--- src/hdl/sgfs_params.svh ---
// Purpose: Register indices, reset values and field widths of the gate and field sequencer
// Assumes: Byte address of a register is four times its index
// Notes: Definitions only
`ifndef SGFS_PARAMS_SVH
`define SGFS_PARAMS_SVH

// Register indices (byte address = index * 4)
`define SGFS_IDX_GATE_SEL 8'h1C
`define SGFS_IDX_FIELD_CNT 8'h2A
`define SGFS_IDX_ORDER_LO 8'h2B
`define SGFS_IDX_ORDER_HI 8'h2C
`define SGFS_IDX_FIELD_PTR 8'h30
`define SGFS_IDX_FIELD_MASK 8'h31
`define SGFS_IDX_FIELD_LINE1 8'h32
`define SGFS_IDX_FIELD_LINE2 8'h33
`define SGFS_IDX_PAIR_SEL 8'h34
`define SGFS_IDX_UPD_CTRL 8'h35
`define SGFS_IDX_STATUS 8'h36

// Reset values
`define SGFS_RST_GATE_SEL 24'h000000
`define SGFS_RST_FIELD_CNT 3'h1
`define SGFS_RST_ORDER_LO 25'h0000000
`define SGFS_RST_ORDER_HI 10'h000
`define SGFS_RST_MASK 24'h000000
`define SGFS_RST_PAIR_SEL 24'h000000
`define SGFS_LINE_MAX 13'h1FFF

// Field layout
`define SGFS_FSEL_W 5
`define SGFS_ORDER_LEN 7
`define SGFS_ORDER_LO_LEN 5
`define SGFS_HRESP_OKAY 1'h0

`endif

--- src/hdl/sgfs_pkg.sv ---
// Purpose: Shared types of the gate and field sequencer
// Assumes: Constants live in sgfs_params.svh
// Notes: Types only
package sgfs_pkg;
  typedef logic [4:0] sgfs_fsel_t;
  typedef logic [12:0] sgfs_line_t;
  typedef logic [23:0] sgfs_vout_t;
  typedef enum logic {SGFS_UPD_SCK, SGFS_UPD_VD} sgfs_upd_t;
endpackage : sgfs_pkg

--- src/hdl/sgfs_field_if.sv ---
// Purpose: Link between the register side and the field sequencer
// Assumes: Single clock domain
// Notes: ctl drives the program, seq returns position and field
`timescale 1ns/1ps
interface sgfs_field_if;
  import sgfs_pkg::*;
  logic ce;
  logic vd_fall;
  logic restart;
  logic [2:0] count;
  sgfs_fsel_t order [7];
  logic [2:0] pos;
  sgfs_fsel_t field_cur;
  sgfs_fsel_t field_nxt;
  logic start_pend;
  modport seq (input ce, vd_fall, restart, count, order,
               output pos, field_cur, field_nxt, start_pend);
  modport ctl (output ce, vd_fall, restart, count, order,
               input pos, field_cur, field_nxt, start_pend);
endinterface : sgfs_field_if

--- src/hdl/sgfs_field_seq.sv ---
// Purpose: Steps through the programmed field list on each vertical sync fall
// Assumes: vd_fall is a one-cycle pulse
// Notes: A restart takes effect at the next vertical sync fall
`timescale 1ns/1ps
module sgfs_field_seq
  import sgfs_pkg::*;
(
  // Clock and reset
  input wire logic hclk,
  input wire logic hresetn,
  // Sequencer link
  sgfs_field_if.seq f
);
  logic [2:0] pos_r;
  logic [2:0] pos_adv;
  logic [2:0] pos_nxt;
  sgfs_fsel_t field_r;
  logic start_pend_r;

  // Next position: wrap after the last counted field, count 0 holds entry 0
  always_comb begin
    pos_adv = (pos_r + 3'h1 >= f.count) ? 3'h0 : pos_r + 3'h1; // RULE13
    pos_nxt = start_pend_r ? 3'h0 : pos_adv; // RULE12
  end

  assign f.field_nxt = f.order[pos_nxt];
  assign f.pos = pos_r;
  assign f.field_cur = field_r;
  assign f.start_pend = start_pend_r;

  // Position and field advance together at the field boundary
  always_ff @(posedge hclk or negedge hresetn) begin
    if (!hresetn) begin
      pos_r <= 3'h0;
      field_r <= '0;
    end else if (f.ce && f.vd_fall) begin
      pos_r <= pos_nxt; // RULE19
      field_r <= f.order[pos_nxt]; // RULE17
    end
  end

  // Restart request; a set in the boundary cycle wins so new order is used
  always_ff @(posedge hclk or negedge hresetn) begin
    if (!hresetn) begin
      start_pend_r <= 1'b1;
    end else if (f.ce) begin
      if (f.restart) begin
        start_pend_r <= 1'b1; // RULE14
      end else if (f.vd_fall) begin
        start_pend_r <= 1'b0;
      end
    end
  end
endmodule : sgfs_field_seq

--- src/hdl/sgfs_gate_gen.sv ---
// Purpose: Builds gate waveforms from start polarity and a selected toggle pair
// Assumes: Toggle hit inputs pulse for one cycle at each toggle position
// Notes: Output is combinational; the top registers it
`timescale 1ns/1ps
module sgfs_gate_gen
  import sgfs_pkg::*;
#(
  parameter int N = 24
) (
  // Clock, reset, enable
  input wire logic hclk,
  input wire logic hresetn,
  input wire logic ce,
  // Line timing
  input wire logic line_start,
  input wire logic gate_line,
  // Pattern inputs
  input wire logic [N-1:0] start_pol,
  input wire logic [N-1:0] tog_one,
  input wire logic [N-1:0] tog_two,
  input wire logic [N-1:0] tog_three,
  input wire logic [N-1:0] tog_four,
  // Per-output controls
  input wire logic [N-1:0] pair_sel,
  input wire logic [N-1:0] mask,
  // Gate waveform
  output logic [N-1:0] wave
);
  logic [N-1:0] between_r;
  logic [N-1:0] first_hit;
  logic [N-1:0] second_hit;

  // Only two of the four toggles reach a gate output
  assign first_hit = (~pair_sel & tog_one) | (pair_sel & tog_three); // RULE4
  assign second_hit = (~pair_sel & tog_two) | (pair_sel & tog_four); // RULE3

  // Pulse window opens at the first toggle and closes at the second
  always_ff @(posedge hclk or negedge hresetn) begin
    if (!hresetn) begin
      between_r <= '0;
    end else if (ce) begin
      if (line_start) begin
        between_r <= '0;
      end else begin
        between_r <= (between_r | first_hit) & ~second_hit; // RULE3
      end
    end
  end

  // Masked outputs and lines off the gate line sit at start polarity
  assign wave = start_pol ^ (between_r & {N{gate_line}} & ~mask); // RULE18
endmodule : sgfs_gate_gen

--- src/hdl/sgfs_top.sv ---
// Purpose: Sensor gate assignment and field sequencing with an AHB-Lite register file
// Assumes: All timing inputs are synchronous to hclk; one-cycle line_start pulses
// Notes: Reads take one wait state, writes none
// Functional notes
// [RULE1] Twenty-four vertical outputs, each usable as transfer pulse or gate pulse.
// [RULE2] Gate select register at 0x1C, one bit per output, 1 means gate.
// [RULE3] Gate waveform uses start polarity and only two of four toggles.
// [RULE4] Per-output pair select: 0 uses toggles one and two, 1 three and four.
// [RULE5] Per-field mask suppresses each gate output whose bit is high.
// [RULE6] Per-field 13-bit line number chooses the gate line in the field.
// [RULE7] Second line number repeats gate pulses; host sets it equal or maximum.
// [RULE8] First gate line marks where substrate clocking starts each field.
// [RULE9] Host must program gate select to 0xFF8000.
// [RULE10] Field count register at 0x2A, valid values one to seven.
// [RULE11] Registers 0x2B and 0x2C hold the ordered field list.
// [RULE12] Start on first list entry, advance one entry per vertical sync.
// [RULE13] Wrap to first entry after the counted fields, cycling forever.
// [RULE14] Only a write to 0x2C resets the position counter.
// [RULE15] Host should write all three mode registers in one field.
// [RULE16] Mode registers update at once, or at second sync fall if deferred.
// [RULE17] Each list entry is five bits naming a stored field.
// [RULE18] Masked gate output holds its start polarity for the whole field.
// [RULE19] Position advances and field parameters latch at the sync fall.
`timescale 1ns/1ps
`include "sgfs_params.svh"
module sgfs_top
  import sgfs_pkg::*;
#(
  parameter int NUM_FIELDS = 32
) (
  // Clock, reset, enable
  input wire logic hclk,
  input wire logic hresetn,
  input wire logic ce,
  // AHB-Lite slave
  input wire logic hsel,
  input wire logic [31:0] haddr,
  input wire logic [1:0] htrans,
  input wire logic hwrite,
  input wire logic [2:0] hsize,
  input wire logic [31:0] hwdata,
  input wire logic hready,
  output logic hreadyout,
  output logic hresp,
  output logic [31:0] hrdata,
  // Field and line timing
  input wire logic vertical_sync,
  input wire logic line_start,
  // Vertical pattern generator
  input wire logic [23:0] vertical_transfer_pulse,
  input wire logic [23:0] pattern_start_pol,
  input wire logic [23:0] toggle_position_one,
  input wire logic [23:0] toggle_position_two,
  input wire logic [23:0] toggle_position_three,
  input wire logic [23:0] toggle_position_four,
  // Outputs to driver and substrate clock logic
  output logic [23:0] vertical_out,
  output logic substrate_clock_start,
  output logic [4:0] active_field
);
  ////////////////////////////////////////////////////////////////////////////////
  // Declarations
  sgfs_field_if fif ();
  logic acc;
  logic wr_pend_r;
  logic rd_pend_r;
  logic [7:0] wr_idx_r;
  logic [7:0] rd_idx_r;
  logic wr_en;
  logic wr_mode;
  logic hreadyout_r;
  logic [31:0] hrdata_r;
  logic [31:0] rd_word;
  sgfs_vout_t gate_sel_r;
  sgfs_vout_t pair_sel_r;
  logic [2:0] cnt_sh_r;
  logic [24:0] ord_lo_sh_r;
  logic [9:0] ord_hi_sh_r;
  logic [2:0] cnt_act_r;
  logic [24:0] ord_lo_act_r;
  logic [9:0] ord_hi_act_r;
  sgfs_upd_t upd_mode_r;
  logic vd_pend_r;
  logic hi_pend_r;
  logic apply;
  sgfs_fsel_t field_ptr_r;
  sgfs_vout_t mem_mask [NUM_FIELDS];
  sgfs_line_t mem_line1 [NUM_FIELDS];
  sgfs_line_t mem_line2 [NUM_FIELDS];
  sgfs_vout_t field_mask_r;
  sgfs_line_t line1_r;
  sgfs_line_t line2_r;
  sgfs_line_t line_r;
  logic vd_d_r;
  logic vd_fall;
  logic on_line1;
  logic on_line1_d_r;
  logic gate_line;
  sgfs_vout_t wave;
  sgfs_vout_t vertical_out_r;
  logic substrate_clock_r;

  // Mode registers share the deferred-update path
  function automatic logic is_mode_idx(input logic [7:0] idx);
    return (idx == `SGFS_IDX_FIELD_CNT) || (idx == `SGFS_IDX_ORDER_LO) ||
           (idx == `SGFS_IDX_ORDER_HI);
  endfunction : is_mode_idx

  ////////////////////////////////////////////////////////////////////////////////
  // Bus slave: writes land in the data phase, reads wait one cycle so that a
  // write just before them is already visible
  assign acc = hsel && htrans[1] && hready;
  assign wr_en = ce && wr_pend_r;
  assign wr_mode = wr_en && is_mode_idx(wr_idx_r);

  always_ff @(posedge hclk or negedge hresetn) begin
    if (!hresetn) begin
      wr_pend_r <= 1'b0;
      rd_pend_r <= 1'b0;
      wr_idx_r <= 8'h00;
      rd_idx_r <= 8'h00;
      hreadyout_r <= 1'b1;
    end else if (ce) begin
      wr_pend_r <= acc && hwrite;
      rd_pend_r <= acc && !hwrite;
      hreadyout_r <= !(acc && !hwrite);
      if (acc) begin
        wr_idx_r <= haddr[9:2];
        rd_idx_r <= haddr[9:2];
      end
    end
  end

  // Read multiplexer; unmapped words read zero
  always_comb begin
    rd_word = 32'h00000000;
    unique case (rd_idx_r)
      `SGFS_IDX_GATE_SEL: rd_word = {8'h00, gate_sel_r};
      `SGFS_IDX_FIELD_CNT: rd_word = {29'h00000000, cnt_sh_r};
      `SGFS_IDX_ORDER_LO: rd_word = {7'h00, ord_lo_sh_r};
      `SGFS_IDX_ORDER_HI: rd_word = {22'h000000, ord_hi_sh_r};
      `SGFS_IDX_FIELD_PTR: rd_word = {27'h0000000, field_ptr_r};
      `SGFS_IDX_FIELD_MASK: rd_word = {8'h00, mem_mask[field_ptr_r]};
      `SGFS_IDX_FIELD_LINE1: rd_word = {19'h00000, mem_line1[field_ptr_r]};
      `SGFS_IDX_FIELD_LINE2: rd_word = {19'h00000, mem_line2[field_ptr_r]};
      `SGFS_IDX_PAIR_SEL: rd_word = {8'h00, pair_sel_r};
      `SGFS_IDX_UPD_CTRL: rd_word = {31'h00000000, upd_mode_r == SGFS_UPD_VD};
      `SGFS_IDX_STATUS: rd_word = {20'h00000, vd_pend_r, fif.start_pend, 2'h0,
                                   fif.pos, fif.field_cur};
      default: rd_word = 32'h00000000;
    endcase
  end

  always_ff @(posedge hclk or negedge hresetn) begin
    if (!hresetn) begin
      hrdata_r <= 32'h00000000;
    end else if (ce && rd_pend_r) begin
      hrdata_r <= rd_word;
    end
  end

  ////////////////////////////////////////////////////////////////////////////////
  // Software-visible control registers
  always_ff @(posedge hclk or negedge hresetn) begin
    if (!hresetn) begin
      gate_sel_r <= `SGFS_RST_GATE_SEL;
      pair_sel_r <= `SGFS_RST_PAIR_SEL;
      field_ptr_r <= '0;
      upd_mode_r <= SGFS_UPD_SCK;
      cnt_sh_r <= `SGFS_RST_FIELD_CNT;
      ord_lo_sh_r <= `SGFS_RST_ORDER_LO;
      ord_hi_sh_r <= `SGFS_RST_ORDER_HI;
    end else if (wr_en) begin
      unique case (wr_idx_r)
        `SGFS_IDX_GATE_SEL: gate_sel_r <= hwdata[23:0]; // RULE2
        `SGFS_IDX_PAIR_SEL: pair_sel_r <= hwdata[23:0]; // RULE4
        `SGFS_IDX_FIELD_PTR: field_ptr_r <= hwdata[4:0];
        `SGFS_IDX_UPD_CTRL: upd_mode_r <= hwdata[0] ? SGFS_UPD_VD : SGFS_UPD_SCK;
        `SGFS_IDX_FIELD_CNT: cnt_sh_r <= hwdata[2:0]; // RULE10
        `SGFS_IDX_ORDER_LO: ord_lo_sh_r <= hwdata[24:0]; // RULE11
        `SGFS_IDX_ORDER_HI: ord_hi_sh_r <= hwdata[9:0]; // RULE11
        default: ;
      endcase
    end
  end

  // Stored field definitions, picked per field by the sequencer
  always_ff @(posedge hclk or negedge hresetn) begin
    if (!hresetn) begin
      for (int i = 0; i < NUM_FIELDS; i++) begin
        mem_mask[i] <= `SGFS_RST_MASK;
        mem_line1[i] <= `SGFS_LINE_MAX;
        mem_line2[i] <= `SGFS_LINE_MAX;
      end
    end else if (wr_en) begin
      unique case (wr_idx_r)
        `SGFS_IDX_FIELD_MASK: mem_mask[field_ptr_r] <= hwdata[23:0]; // RULE5
        `SGFS_IDX_FIELD_LINE1: mem_line1[field_ptr_r] <= hwdata[12:0]; // RULE6
        `SGFS_IDX_FIELD_LINE2: mem_line2[field_ptr_r] <= hwdata[12:0]; // RULE7
        default: ;
      endcase
    end
  end

  ////////////////////////////////////////////////////////////////////////////////
  // Mode register update: immediate, or deferred so that the copy is taken at
  // the first sync fall and enters use at the second
  assign apply = vd_pend_r && vd_fall && !wr_mode;

  always_ff @(posedge hclk or negedge hresetn) begin
    if (!hresetn) begin
      cnt_act_r <= `SGFS_RST_FIELD_CNT;
      ord_lo_act_r <= `SGFS_RST_ORDER_LO;
      ord_hi_act_r <= `SGFS_RST_ORDER_HI;
    end else if (ce) begin
      if (wr_mode && upd_mode_r == SGFS_UPD_SCK) begin
        unique case (wr_idx_r)
          `SGFS_IDX_FIELD_CNT: cnt_act_r <= hwdata[2:0];
          `SGFS_IDX_ORDER_LO: ord_lo_act_r <= hwdata[24:0];
          `SGFS_IDX_ORDER_HI: ord_hi_act_r <= hwdata[9:0];
          default: ;
        endcase
      end else if (apply) begin
        cnt_act_r <= cnt_sh_r; // RULE16
        ord_lo_act_r <= ord_lo_sh_r;
        ord_hi_act_r <= ord_hi_sh_r;
      end
    end
  end

  // Deferred-update flags; a write in the fall cycle keeps them set
  always_ff @(posedge hclk or negedge hresetn) begin
    if (!hresetn) begin
      vd_pend_r <= 1'b0;
      hi_pend_r <= 1'b0;
    end else if (ce) begin
      if (wr_mode && upd_mode_r == SGFS_UPD_VD) begin
        vd_pend_r <= 1'b1; // RULE16
        if (wr_idx_r == `SGFS_IDX_ORDER_HI) begin
          hi_pend_r <= 1'b1;
        end
      end else if (apply) begin
        vd_pend_r <= 1'b0;
        hi_pend_r <= 1'b0;
      end
    end
  end

  ////////////////////////////////////////////////////////////////////////////////
  // Field sequencer link; only the high order word restarts the position
  assign fif.ce = ce;
  assign fif.vd_fall = vd_fall;
  assign fif.count = cnt_act_r;
  assign fif.restart = (wr_en && wr_idx_r == `SGFS_IDX_ORDER_HI && // RULE14
                        upd_mode_r == SGFS_UPD_SCK) || (apply && hi_pend_r);

  // First entry sits in the low bits of the low order word
  for (genvar k = 0; k < `SGFS_ORDER_LEN; k++) begin : g_order
    if (k < `SGFS_ORDER_LO_LEN) begin : g_lo
      assign fif.order[k] = ord_lo_act_r[k*`SGFS_FSEL_W +: `SGFS_FSEL_W]; // RULE17
    end else begin : g_hi
      assign fif.order[k] = ord_hi_act_r[(k-5)*`SGFS_FSEL_W +: `SGFS_FSEL_W];
    end
  end

  sgfs_field_seq u_seq (
    .hclk(hclk),
    .hresetn(hresetn),
    .f(fif.seq)
  );

  ////////////////////////////////////////////////////////////////////////////////
  // Field boundary and line counting
  assign vd_fall = vd_d_r && !vertical_sync;

  always_ff @(posedge hclk or negedge hresetn) begin
    if (!hresetn) begin
      vd_d_r <= 1'b0;
      line_r <= '0;
    end else if (ce) begin
      vd_d_r <= vertical_sync;
      if (vd_fall) begin
        line_r <= '0;
      end else if (line_start && line_r != `SGFS_LINE_MAX) begin
        line_r <= line_r + 13'h0001;
      end
    end
  end

  // Field parameters latch at the same boundary the position advances on
  always_ff @(posedge hclk or negedge hresetn) begin
    if (!hresetn) begin
      field_mask_r <= `SGFS_RST_MASK;
      line1_r <= `SGFS_LINE_MAX;
      line2_r <= `SGFS_LINE_MAX;
    end else if (ce && vd_fall) begin
      field_mask_r <= mem_mask[fif.field_nxt]; // RULE19
      line1_r <= mem_line1[fif.field_nxt];
      line2_r <= mem_line2[fif.field_nxt];
    end
  end

  // Gate line is either programmed line; equal values simply overlap
  assign on_line1 = line_r == line1_r;
  assign gate_line = on_line1 || line_r == line2_r; // RULE7

  sgfs_gate_gen #(.N(24)) u_gate (
    .hclk(hclk),
    .hresetn(hresetn),
    .ce(ce),
    .line_start(line_start),
    .gate_line(gate_line),
    .start_pol(pattern_start_pol),
    .tog_one(toggle_position_one),
    .tog_two(toggle_position_two),
    .tog_three(toggle_position_three),
    .tog_four(toggle_position_four),
    .pair_sel(pair_sel_r),
    .mask(field_mask_r),
    .wave(wave)
  );

  ////////////////////////////////////////////////////////////////////////////////
  // Output stage: per-output choice of transfer pulse or gate waveform
  always_ff @(posedge hclk or negedge hresetn) begin
    if (!hresetn) begin
      vertical_out_r <= '0;
      on_line1_d_r <= 1'b0;
      substrate_clock_r <= 1'b0;
    end else if (ce) begin
      vertical_out_r <= (gate_sel_r & wave) | (~gate_sel_r & vertical_transfer_pulse); // RULE1
      on_line1_d_r <= on_line1;
      substrate_clock_r <= on_line1 && !on_line1_d_r; // RULE8
    end
  end

  assign vertical_out = vertical_out_r;
  assign substrate_clock_start = substrate_clock_r;
  assign active_field = fif.field_cur;
  assign hreadyout = hreadyout_r;
  assign hresp = `SGFS_HRESP_OKAY;
  assign hrdata = hrdata_r;
endmodule : sgfs_top

--- config.mk ---
export PLATFORM = sky130hd
export DESIGN_NAME = sgfs_top
export DESIGN_NICKNAME = d
export VERILOG_FILES = /design/src/hdl/sgfs_pkg.sv /design/src/hdl/sgfs_field_if.sv /design/src/hdl/sgfs_field_seq.sv /design/src/hdl/sgfs_gate_gen.sv /design/src/hdl/sgfs_top.sv
export VERILOG_INCLUDE_DIRS = /design/src /design/src/hdl
export SDC_FILE = /design/constraint.sdc
export NUM_CORES = 2
export LEC_CHECK = 0
export BUFFER_PORTS_ARGS = -buffer_cell sky130_fd_sc_hd__buf_4
export CORE_UTILIZATION = 50
export CTS_BUF_LIST = sky130_fd_sc_hd__clkbuf_8
export DETAILED_ROUTE_END_ITERATION = 16
export PLACE_DENSITY = 0.66
export SYNTH_ARGS = -nofsm -noshare
export SYNTH_HDL_FRONTEND = slang
export SYNTH_HIERARCHICAL = 1
export SYNTH_SLANG_ARGS = --single-unit
--- constraint.sdc ---
create_clock -name hclk -period 9.3 [get_ports hclk]
set_input_delay 0.465 -clock hclk [delete_from_list [all_inputs] [get_ports hclk]]
set_output_delay 0.465 -clock hclk [all_outputs]
set_load 0.02 [all_outputs]
# [After elaboration in Yosys (flattened, before gate mapping)]
# Cells that the tools add are included.
[totals] out_inout_bits=64 word_cells=272 ff_bits=1898
[classes] reduce_logical=50 n_eq_ne=18 n_addsub=2 order_cmp=5 n_mux=50 bitwise_logic=22
[op_table] op="$bwmux W416" n=2
[op_table] op="$bwmux W768" n=1
[op_table] op="$pmux W25 S11" n=1
[op_table] op="$bmux W13 S5" n=4
[op_table] op="$bmux W24 S5" n=2
[op_table] op="$and A24 B24 Y24" n=9
[op_table] op="$mux W24" n=6
[op_table] op="$mux W13" n=11
[op_table] op="$demux W24 S5" n=1
[op_table] op="$not A24 Y24" n=4
[op_table] op="$or A24 B24 Y24" n=4
[op_table] op="$eq A8 B6 Y1 const B" n=10
[op_table] op="$mux W25" n=3
[op_table] op="$demux W13 S5" n=1
[op_table] op="$mux W10" n=3
[op_table] op="$reduce_and A2 Y1" n=14
[op_table] op="$eq A13 B13 Y1" n=2
[op_table] op="$xor A24 B24 Y24" n=1
[op_table] op="$logic_and A1 B1 Y1" n=19
[op_table] op="$bmux W5 S3" n=1
[op_table] op="$mux W3" n=5
[op_table] op="$add A13 B1 Y13 const B" n=1
[op_table] op="$ne A13 B13 Y1 const B" n=1
[op_table] op="$ge A6 B6 Y1 const B" n=2
[op_table] op="other kinds (16)" n=39

# [Longest topological paths before layout]
[depth] ltp_word=12 mapped_depth=15 ltp_nobuf=12

# [Hierarchy]
# Netlist, hierarchy kept.
[by_module_without_submodules] mod="sgfs_top" n_inst=1 cells_per_inst=6803 area_per_inst_um2=97114.4 seq_area_each_um2=47571.9
[by_module_without_submodules] mod="sgfs_gate_gen" n_inst=1 cells_per_inst=246 area_per_inst_um2=1865.5 seq_area_each_um2=600.6
[by_module_without_submodules] mod="sgfs_field_seq" n_inst=1 cells_per_inst=86 area_per_inst_um2=849.6 seq_area_each_um2=226.5

# [Least setup slack after synthesis]
# OpenSTA, ideal clock, no wires.
[synth_path] kind="flip-flop to flip-flop" start="register u_seq.pos_r[0], in the netlist u_seq/f.pos[0]" end="register field_mask_r[14]" t_arrival_ns=4.084 stages_incl_launch_ff=16 setup_ns=0.133 path_buffers=3 required_ns=9.167 slack_ns=5.083 path_cell_list="dfrtp_1 > ha_1 > xnor2_2 > inv_1 > ha_1 > a21o_1 > a311oi_2 > nand2_1 > a22oi_2 > clkbuf_1 > clkbuf_1 > buf_2 > mux4_2 > mux4_2 > mux2i_1 > o21ai_0"
[synth_via] elab_chain_len=12
[synth_lines] item="from (decl)" line_no="sgfs_field_seq.sv:14" source="logic [2:0] pos_r;"
[synth_lines] item="from (signal assigned)" line_no="sgfs_field_seq.sv:37" source="pos_r <= pos_nxt;"
[synth_lines] item="$add A3 B1 Y3 (*)" line_no="sgfs_field_seq.sv:22" source="pos_adv = (pos_r + 3'h1 >= f.count) ? 3'h0 : pos_r + 3'h1;"
[synth_lines] item="$ge A3 B3 Y1" line_no="sgfs_field_seq.sv:22"
[synth_lines] item="$mux W3 (*)" line_no="sgfs_field_seq.sv:22"
[synth_lines] item="$mux W3 (*)" line_no="sgfs_field_seq.sv:23" source="pos_nxt = start_pend_r ? 3'h0 : pos_adv;"
[synth_lines] item="$not A3 Y4 (not written as such) (*)" line_no="sgfs_field_seq.sv:26" source="assign f.field_nxt = f.order[pos_nxt];"
[synth_lines] item="$bmux W5 S3 (*)" line_no="sgfs_field_seq.sv:26"
[synth_lines] item="$mux W5 (not written as such) (*) (2 in series)" line_no="sgfs_field_seq.sv:26"
[synth_lines] item="named net fif.field_nxt[0]" line_no="sgfs_field_if.sv:14" source="sgfs_fsel_t field_nxt;"
[synth_lines] item="$not A5 Y6 (not written as such) (*)" line_no="sgfs_top.sv:297" source="field_mask_r <= mem_mask[fif.field_nxt];"
[synth_lines] item="$bmux W24 S5 (*)" line_no="sgfs_top.sv:297"
[synth_lines] item="$mux W24 (not written as such) (*) (2 in series)" line_no="sgfs_top.sv:297"
[synth_lines] item="to (signal assigned)" line_no="sgfs_top.sv:293" source="field_mask_r <= `SGFS_RST_MASK;"
[synth_lines] item="to (signal assigned)" line_no="sgfs_top.sv:297"
[synth_lines] item="to (decl)" line_no="sgfs_top.sv:90" source="sgfs_vout_t field_mask_r;"
# Mark *: on every way through the listed nets, which the timed path passes. The rest lies on a longest branch. The select of a mux whose other input is x is not followed.
# A chain may end at the register's enable or synchronous reset.

# [Final worst setup path]
[layout_path] start="register u_seq.pos_r[0], in the netlist u_seq/f.pos[0]" end="register line1_r[6]"
[layout_via] elab_chain_len=12
[layout_lines] item="$add A3 B1 Y3 (*)" line_no="sgfs_field_seq.sv:22"
[layout_lines] item="$ge A3 B3 Y1" line_no="sgfs_field_seq.sv:22"
[layout_lines] item="$mux W3 (*)" line_no="sgfs_field_seq.sv:22"
[layout_lines] item="$mux W3 (*)" line_no="sgfs_field_seq.sv:23"
[layout_lines] item="$not A3 Y4 (not written as such) (*)" line_no="sgfs_field_seq.sv:26"
[layout_lines] item="$bmux W5 S3 (*)" line_no="sgfs_field_seq.sv:26"
[layout_lines] item="$mux W5 (not written as such) (*) (2 in series)" line_no="sgfs_field_seq.sv:26"
[layout_lines] item="named net fif.field_nxt[1]" line_no="sgfs_field_if.sv:14"
[layout_lines] item="$not A5 Y6 (not written as such) (*)" line_no="sgfs_top.sv:298" source="line1_r <= mem_line1[fif.field_nxt];"
[layout_lines] item="$bmux W13 S5 (*)" line_no="sgfs_top.sv:298"
[layout_lines] item="$mux W13 (not written as such) (*) (2 in series)" line_no="sgfs_top.sv:298"
[layout_lines] item="to (signal assigned)" line_no="sgfs_top.sv:294" source="line1_r <= `SGFS_LINE_MAX;"
[layout_lines] item="to (signal assigned)" line_no="sgfs_top.sv:298"
[layout_lines] item="to (decl)" line_no="sgfs_top.sv:91" source="sgfs_line_t line1_r;"
# Marks and branches as above.

==> impl_metrics.yaml <==
worst_setup_path:
  cp_max_fo: 43
  r2r-end: "line1_r[6]"
  rrSetupSlack_ps: 3250
  crit_path_end_kind: "flop"
  start_kind: "flop"
  path_class: "flop to flop"
  worstRegToRegCells: 14
  cp.required_ps: 10190
  r2r_start: "u_seq/f.pos[0]"
  worstPathArrival_ps: 6940
synth:
  synth_top_area_cell: "dfrtp_1"
  synth_edf_count: 0
  synth_ff_type: "dfrtp_1"
  synth_top_family_by_area: "multiplexers"
  synth_area_um2: 99830
  ys_seq_elements: 1891
  synthMuxAreaShare: 0.3984
  synth_top_cell_area_share: 0.2579
  synth_fa_ha_area_frac: 0.0006267
  synth_area_leaders: "dfrtp_1, dfstp_2, mux2_2"
  synthSimpleGateAreaFrac: 0.03334
  async_flop_share: 1.000
  ys_seq_area_frac: 0.4848
  synth_cell_types: 78
  syn_inst: 7135
  syn_area_per_cell_um2: 13.99
  synthXorXnorAreaFrac: 0.005339
  yosys_warnings: 6
  synth_compound_area_frac: 0.04622
routing:
  ant_nets: 0
  drt_iter0_markers: 7551
  drt-pass1-iter-count: 8
  drc: 0
  num_vias: 68402
  wl_per_cell_um: 33.87
  drt-vias-per-instance: 6.690
  routed_wl_mm: 346.3
power_and_ir_drop:
  ir_drop_v: 0.0001578
  p_leak_nw: 46.20
  netSwitchingFraction: 0.2530
  net-switching-power_mw: 4.226
  power_frac_comb: 0.057
  seq_power_share: 0.502
  power_density_nw_per_um2: 149.5
  p_clk_frac: 0.441
  p_int_mw: 12.47
timing:
  tns_ps: 0
  fin_crit_sh: 0.6507
  finalSetupViolations: 0
  fin_skew_ps: 69.72
  period_minus_slack_ps: 6052
  timing.hold.ws_ps: 59.00
  rsz0062_at_grt: "false"
  relSlewSlack: 0.1313
  slew_violations: 0
  fin_ws_ps: 3248
  max_freq_mhz: 165.2
  hold_viol_final: 0
  worst_slew_pin_slew_ps: 1300
cts:
  numCtsBuffers: 337
  clk_latency_ps: 1050
  clock-sinks: 1891
  cts_resized: 0
  cts-root-buf: "clkbuf_8"
  clk_pin_slew_ps: 60
  cts_max_level: 5
  cts_buffer_depth: 4
  tritoncts: "yes"
  cts_setup_buffers: 0
  cts_hold_buf: 135
placement:
  dp_slack_ps: 3410
  place_congestion: 0.9369
  place_area_um2: 104200
  io_buffers: 241
  dp_cells: 9526
  dp_hpwl_mm: 200.3
global_routing:
  grtUsageTotal: 0.3404
  grt_pass1_vias: 69634
  grt.overflow.total: 0
  grt_pass1_wl_mm: 497.9
  grt_max_degree: 174
  antenna_found_initial: 15
floorplan:
  dieWidth_um: 448.8
  start_util: 0.5046
  die-area_um2: 201400
  rows: 163
  dieHeight_um: 448.8
  io_pins: 285
  fp.coreArea_um2: 197800
cells_and_area:
  final_cell_area_um2: 111700
  regArea_um2: 48410
  fillers: 15970
  final_nets: 7587
  multi_input_area_um2: 48650
  drive_gt1_frac: 0.5393
  final_common_cell: "mux2_2"
  area_growth_pct: 11.89
  fin_cells: 10224
  final_cell_mix: "mux2_2, dfrtp_1, dfstp_2"
min_path:
  hold_path.class: "input port to asynchronous set/reset pin"
run:
  maxCapViolations: 0
run_status:
  status: "complete, no violations"
## state kept, by name (all words and copies together) (netlist names), 5 cells and up
name	cells
u_seq/f.field_cur	5
u_gate/between_r	24
mem_line2	416
mem_line1	416
hrdata	25
line2_r	13
mem_mask	768
ord_hi_sh_r	10
field_ptr_r	5
pair_sel_r	24
ord_hi_act_r	10
ord_lo_sh_r	25
vertical_out	24
ord_lo_act_r	25
field_mask_r	24
line_r	13
rd_idx_r	8
line1_r	13
gate_sel_r	24
## synth_stat cells, types with 34 or more instances
cell type	n
mux2_2	1666
dfrtp_1	1029
dfstp_2	862
mux2i_1	732
mux4_2	588
clkbuf_1	410
o22ai_1	336
nand2_1	311
buf_2	197
nor2_1	168
o21ai_0	93
buf_1	82
nor4_1	79
a22oi_1	66
a21oi_1	63
xor2_1	45
mux2_1	39
inv_1	34
## final cells by class
type,count,area share
flip-flops and latches,1891,0.4334
diodes,11,0.0002464
repair buffers,589,0.04501
well taps,2640,0.02957
clock buffers,401,0.04941
multi-input cells,4508,0.4355
inverters,34,0.001143
clock inverters,150,0.005746
## per-stage QoR
stage | power (mW) | util
2_1_floorplan | 8.870 | -
3_3_place_gp | 9.376 | 0.5265
3_5_place_dp | 9.389 | 0.5265
4_1_cts | 16.78 | 0.5645
5_1_grt | 17.23 | 0.5645
6_report | 16.70 | 0.5646
## power groups by stage
stage               logic [mW]  registers, mW  clock network, mW
finish                   0.949           8.38               7.37
global route              1.00           8.38               7.85
CTS                      0.934           8.38               7.47
detailed placement       0.882           8.51                  0
global placement         0.872           8.50                  0
floorplan                0.365           8.50                  0
## critical path, cell delays in order (launching register included)
cell      delay [ps]
dfrtp_1          840
ha_1             370
xnor2_2          190
inv_1            170
ha_1             360
a21o_1           230
a311oi_2         520
nand2_1          130
a22oi_2          570
buf_4            530
buf_4            650
mux4_2           420
mux4_2           520
mux2i_1          180
o21ai_0          130
## cell families after synthesis
| kind of cell | Yosys count |
|---|---|
| other | 1 |
| adder cells (fa/ha/maj) | 5 |
| AO/OA/AOI/OAI | 704 |
| AND/OR/NAND/NOR | 706 |
| multiplexers | 3025 |
| buffers and inverters | 743 |
| flip-flops | 1891 |
| XOR/XNOR | 60 |
## routing by layer
layer	vias to the layer above	GRT usage	share of wire
met1	36040	0.4510	0.39
li1	27566	-	-
met5	-	0.01799	0.0016
met2	3734	0.5055	0.45
met3	1052	0.09194	0.10
met4	10	0.1905	0.063
## worst max-delay path by stage
stage                   startpoint                to  slack (ps)  cells past startpoint
finish              u_seq/f.pos[0]        line1_r[6]        3250                     14
detailed placement  u_seq/f.pos[0]        line1_r[6]        3410                     14
floorplan           u_seq/f.pos[0]  field_mask_r[14]        5080                     15
global placement    u_seq/f.pos[0]  field_mask_r[18]        3430                     14
CTS                 u_seq/f.pos[0]  field_mask_r[14]        3380                     14
global route        u_seq/f.pos[0]  field_mask_r[15]        3060                     14
(Power assumes the default switching activity.)
